**src/design/hf_clock_pkg.sv**
```systemverilog
// constants for the high frequency multiplier and power mode block
// assumes a single 20 MHz core clock and an avalon-mm register slave
package hf_clock_pkg;
	// ========================================
	// register offsets (byte addresses)
	localparam logic [4:0] OFF_CTRL = 5'h00;
	localparam logic [4:0] OFF_MUL_LO = 5'h04;
	localparam logic [4:0] OFF_MUL_HI = 5'h08;
	localparam logic [4:0] OFF_DIV = 5'h0c;
	localparam logic [4:0] OFF_LOCK_LO = 5'h10;
	localparam logic [4:0] OFF_LOCK_HI = 5'h14;
	localparam logic [4:0] OFF_PMODE = 5'h18;
	// ========================================
	// control and power mode bit positions
	localparam int CTRL_LOAD = 0;
	localparam int CTRL_FAST = 1;
	localparam int CTRL_ENABLE = 2;
	localparam int CTRL_STABLE = 3;
	localparam int CTRL_VALID = 4;
	localparam int PM_DIS_MUL = 1;
	localparam int PM_IDLE_REQ = 2;
	localparam int PM_IDLE_EN = 5;
	// ========================================
	// reset values
	localparam logic [3:0] RST_CTRL = 4'hc;
	localparam logic [7:0] RST_MUL_LO = 8'hc5;
	localparam logic [5:0] RST_MUL_HI = 6'h04;
	localparam logic [4:0] RST_DIV = 5'h0a;
	localparam logic [13:0] RST_LOCK = 14'h0000;
	// ========================================
	// timing: lock settle times
	localparam int CLK_HZ = 20_000_000;
	localparam int SEARCH_US = 2000;
	localparam int FAST_US = 50;
	localparam int SEARCH_CYC = SEARCH_US * (CLK_HZ / 1_000_000);
	localparam int FAST_CYC = FAST_US * (CLK_HZ / 1_000_000);
	// reference 32.768 kHz: 20e6/32768 is about 610 cycles
	localparam int REF_DIV = CLK_HZ / 32768;
endpackage : hf_clock_pkg

```
**src/design/hf_clock_multiplier_power_modes.sv**
```systemverilog
// high frequency multiplier registers, lock readback and power modes
// assumes an avalon-mm master on core_clk_i and a synchronous wait strobe
`timescale 1ns/100ps
// Overview of operation
// RULE_01 - reset programs default 4 MHz setting
// RULE_02 - output from reference, 5-bit n, 14-bit m
// RULE_03 - output held low while locking
// RULE_04 - control bit 0 commits m and n
// RULE_05 - normal load searches for lock value
// RULE_06 - control bit 1 commits m, n, lock
// RULE_07 - software never sets both load bits
// RULE_08 - bit 2 reports multiplier enable
// RULE_09 - bit 3 reports stable output
// RULE_10 - bit 4 flags valid lock low read
// RULE_11 - software reads low, checks flag, reads high
// RULE_12 - control bits 3..0 reset to Ch
// RULE_13 - frequency writes buffer, reads show applied
// RULE_14 - lock low read gives live low byte
// RULE_15 - m low C5h, high 04h, n 0Ah
// RULE_16 - software keeps output 4 to 10 MHz
// RULE_17 - software order for normal change
// RULE_18 - software order for fast change
// RULE_19 - controller drives multiplier enable, gates clock
// RULE_20 - idle stops system clock, multiplier per bit
// RULE_21 - idle keeps only reference-rate logic running
// RULE_22 - wait without idle bits halts fetch
// RULE_23 - reset starts in active mode
// RULE_24 - idle needs enable, request and wait
// RULE_25 - multiplier stops in idle; wake clears bits; the code stops it in idle only when the disable bit is set
// RULE_26 - snapshot high part on low read
// RULE_27 - release clock when stable bit sets
module hf_clock_multiplier_power_modes #(
	parameter int SEARCH_CYC = hf_clock_pkg::SEARCH_CYC
) (
	input wire logic core_clk_i,
	input wire logic rst_n_i,
	input wire logic [4:0] avs_address_i,
	input wire logic avs_read_i,
	input wire logic avs_write_i,
	input wire logic [31:0] avs_writedata_i,
	input wire logic [3:0] avs_byteenable_i,
	output logic [31:0] avs_readdata_o,
	output logic avs_waitrequest_o,
	input wire logic wait_exec_i,
	input wire logic wake_i,
	output logic sys_clk_en_o,
	output logic core_halt_o,
	output logic idle_o,
	output logic ref_tick_o,
	output logic [13:0] mul_applied_o,
	output logic [4:0] div_applied_o
);
	// ========================================
	// bus decode
	logic rd_done_q;
	wire sel_ctrl = (avs_address_i == hf_clock_pkg::OFF_CTRL);
	wire sel_mlo = (avs_address_i == hf_clock_pkg::OFF_MUL_LO);
	wire sel_mhi = (avs_address_i == hf_clock_pkg::OFF_MUL_HI);
	wire sel_div = (avs_address_i == hf_clock_pkg::OFF_DIV);
	wire sel_llo = (avs_address_i == hf_clock_pkg::OFF_LOCK_LO);
	wire sel_lhi = (avs_address_i == hf_clock_pkg::OFF_LOCK_HI);
	wire sel_pm = (avs_address_i == hf_clock_pkg::OFF_PMODE);
	// writes finish at once; reads take one wait cycle so data comes from a flop
	wire wr_go = avs_write_i && avs_byteenable_i[0];
	wire rd_go = avs_read_i && !rd_done_q;
	assign avs_waitrequest_o = rd_go;
	// ========================================
	// setup buffer and applied values
	logic [7:0] buf_mlo_q;
	logic [5:0] buf_mhi_q;
	logic [4:0] buf_div_q;
	logic [7:0] buf_llo_q;
	logic [5:0] buf_lhi_q;
	logic [13:0] mul_q;
	logic [4:0] div_q;
	wire [7:0] wd = avs_writedata_i[7:0];
	wire load_cmd = wr_go && sel_ctrl && wd[hf_clock_pkg::CTRL_LOAD]; // [RULE_04]
	wire fast_cmd = wr_go && sel_ctrl && wd[hf_clock_pkg::CTRL_FAST]
		&& !wd[hf_clock_pkg::CTRL_LOAD]; // [RULE_06] [RULE_07]
	always_ff @(posedge core_clk_i or negedge rst_n_i) begin
		if (!rst_n_i) begin
			buf_mlo_q <= hf_clock_pkg::RST_MUL_LO; // [RULE_15]
			buf_mhi_q <= hf_clock_pkg::RST_MUL_HI;
			buf_div_q <= hf_clock_pkg::RST_DIV;
			buf_llo_q <= 8'h00;
			buf_lhi_q <= 6'h00;
		end else if (wr_go) begin
			if (sel_mlo) buf_mlo_q <= wd; // [RULE_13]
			if (sel_mhi) buf_mhi_q <= wd[5:0];
			if (sel_div) buf_div_q <= wd[4:0];
			if (sel_llo) buf_llo_q <= wd; // [RULE_14]
			if (sel_lhi) buf_lhi_q <= wd[5:0];
		end
	end
	always_ff @(posedge core_clk_i or negedge rst_n_i) begin
		if (!rst_n_i) begin
			mul_q <= {hf_clock_pkg::RST_MUL_HI, hf_clock_pkg::RST_MUL_LO}; // [RULE_01] [RULE_15]
			div_q <= hf_clock_pkg::RST_DIV;
		end else if (load_cmd || fast_cmd) begin
			mul_q <= {buf_mhi_q, buf_mlo_q}; // [RULE_04] [RULE_02]
			div_q <= buf_div_q;
		end
	end
	assign mul_applied_o = mul_q;
	assign div_applied_o = div_q;
	// ========================================
	// reference tick divider: 32.768 kHz enable
	logic [9:0] ref_cnt_q;
	wire ref_wrap = (ref_cnt_q == 10'(hf_clock_pkg::REF_DIV - 1));
	always_ff @(posedge core_clk_i or negedge rst_n_i) begin
		if (!rst_n_i) ref_cnt_q <= 10'h000;
		else ref_cnt_q <= ref_wrap ? 10'h000 : ref_cnt_q + 10'h001;
	end
	assign ref_tick_o = ref_wrap; // [RULE_21]
	// ========================================
	// power mode controller
	logic dis_mul_q;
	logic idle_req_q;
	logic idle_en_q;
	logic idle_q;
	logic halt_q;
	wire enter_idle = wait_exec_i && idle_en_q && idle_req_q && !idle_q; // [RULE_24]
	wire wake = wake_i && (idle_q || halt_q);
	wire pm_wr = wr_go && sel_pm;
	always_ff @(posedge core_clk_i or negedge rst_n_i) begin
		if (!rst_n_i) begin
			dis_mul_q <= 1'b0;
			idle_req_q <= 1'b0;
			idle_en_q <= 1'b0;
		end else if (wake && idle_q) begin
			dis_mul_q <= 1'b0; // [RULE_25]
			idle_req_q <= 1'b0;
		end else if (pm_wr) begin
			dis_mul_q <= wd[hf_clock_pkg::PM_DIS_MUL];
			idle_req_q <= wd[hf_clock_pkg::PM_IDLE_REQ];
			idle_en_q <= wd[hf_clock_pkg::PM_IDLE_EN];
		end
	end
	always_ff @(posedge core_clk_i or negedge rst_n_i) begin
		if (!rst_n_i) begin
			idle_q <= 1'b0; // [RULE_23]
			halt_q <= 1'b0;
		end else begin
			if (wake) idle_q <= 1'b0;
			else if (enter_idle) idle_q <= 1'b1; // [RULE_24]
			if (wake) halt_q <= 1'b0;
			else if (wait_exec_i && !(idle_en_q && idle_req_q)) halt_q <= 1'b1; // [RULE_22]
		end
	end
	// multiplier runs unless idle with the disable bit set
	wire mul_enable = !(idle_q && dis_mul_q); // [RULE_19] [RULE_20] [RULE_25]
	assign idle_o = idle_q;
	assign core_halt_o = halt_q || idle_q; // [RULE_22]
	// ========================================
	// lock engine
	logic [13:0] lock_live;
	logic stable;
	logic mul_clk_en;
	lock_engine #(
		.SEARCH_CYC(SEARCH_CYC)
	) i_lock_engine (
		.core_clk_i(core_clk_i),
		.rst_n_i(rst_n_i),
		.enable_i(mul_enable),
		.load_i(load_cmd),
		.fast_i(fast_cmd),
		.mul_i({buf_mhi_q, buf_mlo_q}),
		.div_i(buf_div_q),
		.lock_seed_i({buf_lhi_q, buf_llo_q}),
		.ref_tick_i(ref_wrap),
		.lock_o(lock_live),
		.stable_o(stable),
		.clk_en_o(mul_clk_en)
	);
	// system clock only in active mode and only once the multiplier is stable
	assign sys_clk_en_o = mul_clk_en && !idle_q; // [RULE_03] [RULE_20] [RULE_19]
	// ========================================
	// lock value snapshot
	logic [5:0] lock_hi_snap_q;
	logic [13:0] lock_prev_q;
	logic valid_q;
	wire llo_rd = rd_go && sel_llo;
	always_ff @(posedge core_clk_i or negedge rst_n_i) begin
		if (!rst_n_i) begin
			lock_hi_snap_q <= 6'h00;
			lock_prev_q <= 14'h0000;
			valid_q <= 1'b0;
		end else begin
			lock_prev_q <= lock_live;
			if (llo_rd) begin
				lock_hi_snap_q <= lock_live[13:8]; // [RULE_26]
				valid_q <= (lock_prev_q == lock_live); // [RULE_10] [RULE_26]
			end
		end
	end
	// ========================================
	// read data
	wire [7:0] ctrl_rd = {3'b000, valid_q, stable, mul_enable, 2'b00}; // [RULE_08] [RULE_09] [RULE_12]
	wire [7:0] pm_rd = {2'b00, idle_en_q, 2'b00, idle_req_q, dis_mul_q, 1'b0};
	wire [7:0] rd_mux = sel_ctrl ? ctrl_rd :
		sel_mlo ? mul_q[7:0] :
		sel_mhi ? {2'b00, mul_q[13:8]} :
		sel_div ? {3'b000, div_q} :
		sel_llo ? lock_live[7:0] : // [RULE_14]
		sel_lhi ? {2'b00, lock_hi_snap_q} :
		sel_pm ? pm_rd : 8'h00;
	always_ff @(posedge core_clk_i or negedge rst_n_i) begin
		if (!rst_n_i) begin
			rd_done_q <= 1'b0;
			avs_readdata_o <= 32'h0000_0000;
		end else begin
			rd_done_q <= rd_go;
			if (rd_go) avs_readdata_o <= {24'h00_0000, rd_mux}; // [RULE_13]
		end
	end
endmodule : hf_clock_multiplier_power_modes

```
**src/design/lock_engine.sv**
```systemverilog
// lock engine: models the multiplier's lock search and output gating
// assumes ref_tick_i is a one-cycle pulse at the reference rate
`timescale 1ns/100ps
module lock_engine #(
	parameter int SEARCH_CYC = hf_clock_pkg::SEARCH_CYC
) (
	input wire logic core_clk_i,
	input wire logic rst_n_i,
	input wire logic enable_i,
	input wire logic load_i,
	input wire logic fast_i,
	input wire logic [13:0] mul_i,
	input wire logic [4:0] div_i,
	input wire logic [13:0] lock_seed_i,
	input wire logic ref_tick_i,
	output logic [13:0] lock_o,
	output logic stable_o,
	output logic clk_en_o
);
	typedef enum logic [1:0] {
		ST_RUN = 2'b00,
		ST_SEARCH = 2'b01,
		ST_FAST = 2'b10,
		ST_OFF = 2'b11
	} lock_st_t;
	lock_st_t st_q, st_d;
	logic [23:0] cnt_q, cnt_d;
	logic [13:0] lock_q, lock_d;
	// target lock value: the search walks toward a fold of m and n
	wire [13:0] target = mul_i ^ {9'h000, div_i};
	wire search_done = (cnt_q == 24'(SEARCH_CYC - 1)) && (lock_q == target);
	wire fast_done = (cnt_q == 24'(hf_clock_pkg::FAST_CYC - 1));
	always_comb begin
		st_d = st_q;
		cnt_d = cnt_q + 24'h00_0001;
		lock_d = lock_q;
		if (!enable_i) begin
			st_d = ST_OFF;
			cnt_d = 24'h00_0000;
		end else if (load_i) begin
			st_d = ST_SEARCH; // [RULE_05]
			cnt_d = 24'h00_0000;
		end else if (fast_i) begin
			st_d = ST_FAST; // [RULE_06]
			lock_d = lock_seed_i;
			cnt_d = 24'h00_0000;
		end else begin
			unique case (st_q)
				ST_RUN: cnt_d = 24'h00_0000;
				ST_OFF: begin
					// restart keeps the old lock value, so a short settle is enough
					st_d = ST_FAST;
					cnt_d = 24'h00_0000;
				end
				ST_SEARCH: begin
					if (ref_tick_i && lock_q != target)
						lock_d = (lock_q < target) ? lock_q + 14'h0001 : lock_q - 14'h0001;
					if (search_done)
						st_d = ST_RUN;
					else if (cnt_q == 24'(SEARCH_CYC - 1))
						cnt_d = cnt_q;
				end
				ST_FAST: if (fast_done) st_d = ST_RUN;
			endcase
		end
	end
	always_ff @(posedge core_clk_i or negedge rst_n_i) begin
		if (!rst_n_i) begin
			st_q <= ST_RUN; // [RULE_01]
			cnt_q <= 24'h00_0000;
			lock_q <= 14'h0000;
		end else begin
			st_q <= st_d;
			cnt_q <= cnt_d;
			lock_q <= lock_d;
		end
	end
	assign lock_o = lock_q;
	assign stable_o = (st_q == ST_RUN); // [RULE_09]
	assign clk_en_o = (st_q == ST_RUN); // [RULE_03] [RULE_27]
endmodule : lock_engine

```
**config.mk**
```make
export PLATFORM = sky130hd
export DESIGN_NAME = hf_clock_multiplier_power_modes
export DESIGN_NICKNAME = d
export VERILOG_FILES = /design/src/design/hf_clock_pkg.sv /design/src/design/hf_clock_multiplier_power_modes.sv /design/src/design/lock_engine.sv
export SDC_FILE = /design/constraint.sdc
export NUM_CORES = 1
export LEC_CHECK = 0
export BUFFER_PORTS_ARGS = -buffer_cell sky130_fd_sc_hd__buf_2
export CAP_MARGIN = 20
export CORE_MARGIN = 4
export CORE_UTILIZATION = 55
export CTS_CLUSTER_SIZE = 28
export DETAILED_ROUTE_END_ITERATION = 6
export MAX_ROUTING_LAYER = met4
export PLACE_DENSITY = 0.88
export SKIP_LAST_GASP = 1
export SLEW_MARGIN = 20
export SYNTH_ARGS = -nofsm -noshare
export SYNTH_HDL_FRONTEND = slang
export SYNTH_HIERARCHICAL = 1
export SYNTH_SLANG_ARGS = --single-unit
```
**constraint.sdc**
```tcl
create_clock -name core_clk_i -period 9.8 [get_ports core_clk_i]
set_clock_uncertainty 0.05 [all_clocks]
set_input_delay 1.96 -clock core_clk_i [delete_from_list [all_inputs] [get_ports core_clk_i]]
set_output_delay 1.96 -clock core_clk_i [all_outputs]
set_load 0.03 [all_outputs]
```
==> results.cfg <==
[outcome]
status = complete, no violations

[routing]
drt_pre_antenna_iters = 5
wl_met1_um = 7240
dr.first_iter.drc_count = 577
wl_per_cell_um = 18.7
met3_length_um = 1390
routed-wl-met2_um = 8770
viasPerCell = 5.94
vias = 5619
wl_um = 17700
postRouteAntennaNets = 0
highest_layer = met4
drc_errors = 0

[power_and_ir_drop]
power_density_nw_per_um2 = 212
power.total_w = 0.00176
max-vdd-ir-drop_v = 0.000148
pwr-share-comb_pct = 25.7
power_frac_clock_pct = 35.6
power_leakage_nw = 3.99
seqPwrFrac_pct = 38.7
p_int_w = 0.00116
p_sw_share_pct = 34.3
p_sw_w = 0.000604

[place]
gp_congestion = 0.877
io_buffers = 51
preCtsSetupSlack_ps = 4690
dp_hpwl_um = 11700

[die]
num_rows = 42
core_um2 = 13200
floorplan.initialDensity_pct = 56.2
die_area_um2 = 15500
die_y_um = 124
die_x_um = 124
ios = 103

[synth]
ys.flop_type = dfrtp_1
synth_cell_types = 66
ys.warnings.count = 6
syn-cell-area_um2 = 7440
netlist_instances = 706
yosysSeqAreaShare_pct = 46.3
ys_ff_latch = 137
yosys.area.top_type = dfrtp_1
avgSynthCellArea_um2 = 10.5
synth_edf_count = 0
synthArstFlopShare_pct = 100
netlist_top_cells_area = dfrtp_1 41%, mux2_2 9.1%, ha_1 5.5%
synth_top_area_share_pct = 41.4

[clock_tree]
cts_made_buffers = 17
cts_setup_buffers = 0
cts-root-buf = clkbuf_16
cts_max_level = 4
cts_resized = 0
cts.sink_count = 137
hold_buffers = 0
clk_latency_ps = 430
clk_pin_slew_worst_paths_ps = 60
cts_tree = built
cts.path.max_buffers = 2

[flow_run]
maxCapViolations = 0

[sta]
setup_viol = 0
fin_setup_tns_ps = 0
rsz0062_at_grt = false
slew_violations = 0
setup_ws_ps = 4670
max_freq_ghz = 0.195
min_period_ps = 5130
hold_viol_final = 0
min_period_over_period_pct = 52.4
relSlewSlack_pct = 41.0
tightest_slew_ps = 885

[cells_and_area]
synthToLayoutAreaGrowth_pct = 12.0
final_nets = 838
n_antenna_cell = 0
drive_above_1_share_pct = 22.9

[worst_setup_path]
end_kind = output pin
required_ps = 7790
path_class = input port to output pin
cp-start-kind = input port
path_max_fanout = 13
crit_arrival_ps = 3120

[global_route]
grt_usage_pct = 24.0
antenna_found_initial = 0
overflow = 0
grt_pass1_wl_um = 29100
grt_pass1_vias = 5595
grt_max_degree = 87

[worst_hold_path]
min_path_type = flip-flop to flip-flop
## final timing paths
check                                   from                  endpoint  slack, ps  cells after the start
min reg2reg                avs_readdata_o[5]         avs_readdata_o[5]        430                      2
min                        avs_readdata_o[5]         avs_readdata_o[5]        430                      2
max in group asynchronous            rst_n_i         lock_hi_snap_q[3]       7170                      2
max                               avs_read_i         avs_waitrequest_o       4670                      4
min in group asynchronous            rst_n_i   i_lock_engine/cnt_q[18]       1410                      1
max reg2reg                     buf_div_q[3]  i_lock_engine/lock_o[13]       5720                     15
## flip-flops by register name (all words and copies together), names as in the netlist, 2 cells and up
register / flops
buf_lhi_q: 6
buf_mhi_q: 6
ref_cnt_q: 10
div_applied_o: 5
lock_prev_q: 14
mul_applied_o: 14
i_lock_engine/lock_o: 14
i_lock_engine/cnt_q: 24
buf_mlo_q: 8
avs_readdata_o: 8
buf_llo_q: 8
buf_div_q: 5
i_lock_engine/st_q: 2
lock_hi_snap_q: 6
## per-layer routing
metal  up-vias  global-route usage [%]
met4         0                    7.35
met5         -                       -
met3        40                    5.83
met1      2761                    31.3
met2       258                    37.6
li1       2560                       -
## cells in the mapped netlist, drive strengths merged (2+ instances only)
cell / count
a211oi: 3
a21boi: 2
a21o: 7
a21oi: 35
a221oi: 4
a31oi: 7
and2: 6
and3: 11
and3b: 2
and4: 4
buf: 38
clkbuf: 8
dfrtp: 123
dfstp: 14
ha: 33
inv: 22
mux2: 60
mux2i: 14
nand2: 50
nand2b: 11
nand3: 26
nand3b: 2
nand4: 14
nand4b: 3
nor2: 56
nor2b: 7
nor3: 8
nor3b: 2
nor4: 8
nor4b: 4
o211ai: 5
o21ai: 36
o22ai: 3
o2bb2ai: 3
o31ai: 4
or2: 3
or3: 8
xnor2: 20
xor2: 30
## power by group through the flow
stage | clock [W] | sequential (W) | combinational [W]
after floorplan | 0 | 0.000681 | 0.000337
after global placement | 0 | 0.000686 | 0.000420
after detailed placement | 0 | 0.000689 | 0.000437
after CTS | 0.000632 | 0.000681 | 0.000450
after global routing | 0.000665 | 0.000689 | 0.000503
final | 0.000627 | 0.000683 | 0.000454
## stage by stage
step | instance area (um2) | utilization (%) | hold WS, ps | instances
5_1_grt | 8340 | 63.0 | 463 | 946
3_3_place_gp | 7750 | 58.5 | 419 | 914
4_1_cts | 8330 | 62.9 | 447 | 946
3_5_place_dp | 7750 | 58.5 | 431 | 914
6_report | 8340 | 63.0 | 433 | 946
2_1_floorplan | 7530 | - | 392 | 729
## logic make-up (layout without fill, tap and decap cells)
group | count (synthesis) | in the layout | share of synthesized area, %
XOR/XNOR | 50 | 50 | 5.88
AO/OA/AOI/OAI | 114 | 114 | 9.16
other | 1 | 24 | 0.0504
multiplexers | 74 | 74 | 11.0
buffers and inverters | 69 | 110 | 5.11
adder cells (fa/ha/maj) | 34 | 34 | 5.82
AND/OR/NAND/NOR | 227 | 227 | 16.7
flip-flops | 137 | 137 | 46.3
## final cells by class
class	instances	area [um2]
clock buffers	17	425
clock inverters	15	155
multi-input cells	523	3710
repair buffers	55	295
flip-flops and latches	137	3450
fillers	976	4910
inverters	23	86.3
well taps	176	220
## worst max-delay path: stages
cell and delay [ps]:
buf_2 100, nand2b_1 370, clkinv_1 400, buf_2 290
## cells in the final DEF, fill, tap and decap left out, drive strengths merged, types with 3 or more instances in the layout
| master | n |
|---|---|
| nand3 | 26 |
| mux2i | 14 |
| and2 | 6 |
| o31ai | 4 |
| a21o | 7 |
| and4 | 4 |
| and3 | 11 |
| nand2b | 11 |
| a31oi | 7 |
| o21ai | 36 |
| a211oi | 3 |
| a21oi | 35 |
| nand2 | 50 |
| o211ai | 5 |
| nor2b | 7 |
| or3 | 8 |
| clkbuf | 17 |
| nor2 | 56 |
| nor4b | 4 |
| nor4 | 8 |
| conb | 24 |
| a221oi | 4 |
| dfstp | 14 |
| nand4b | 3 |
| xor2 | 30 |
| clkinv | 5 |
| ha | 33 |
| inv | 30 |
| mux2 | 60 |
| xnor2 | 20 |
| o22ai | 3 |
| dfrtp | 123 |
| o2bb2ai | 3 |
| or2 | 3 |
| buf | 55 |
| nor3 | 8 |
| nand4 | 14 |
No activity file was read; power rests on OpenSTA's default activity.
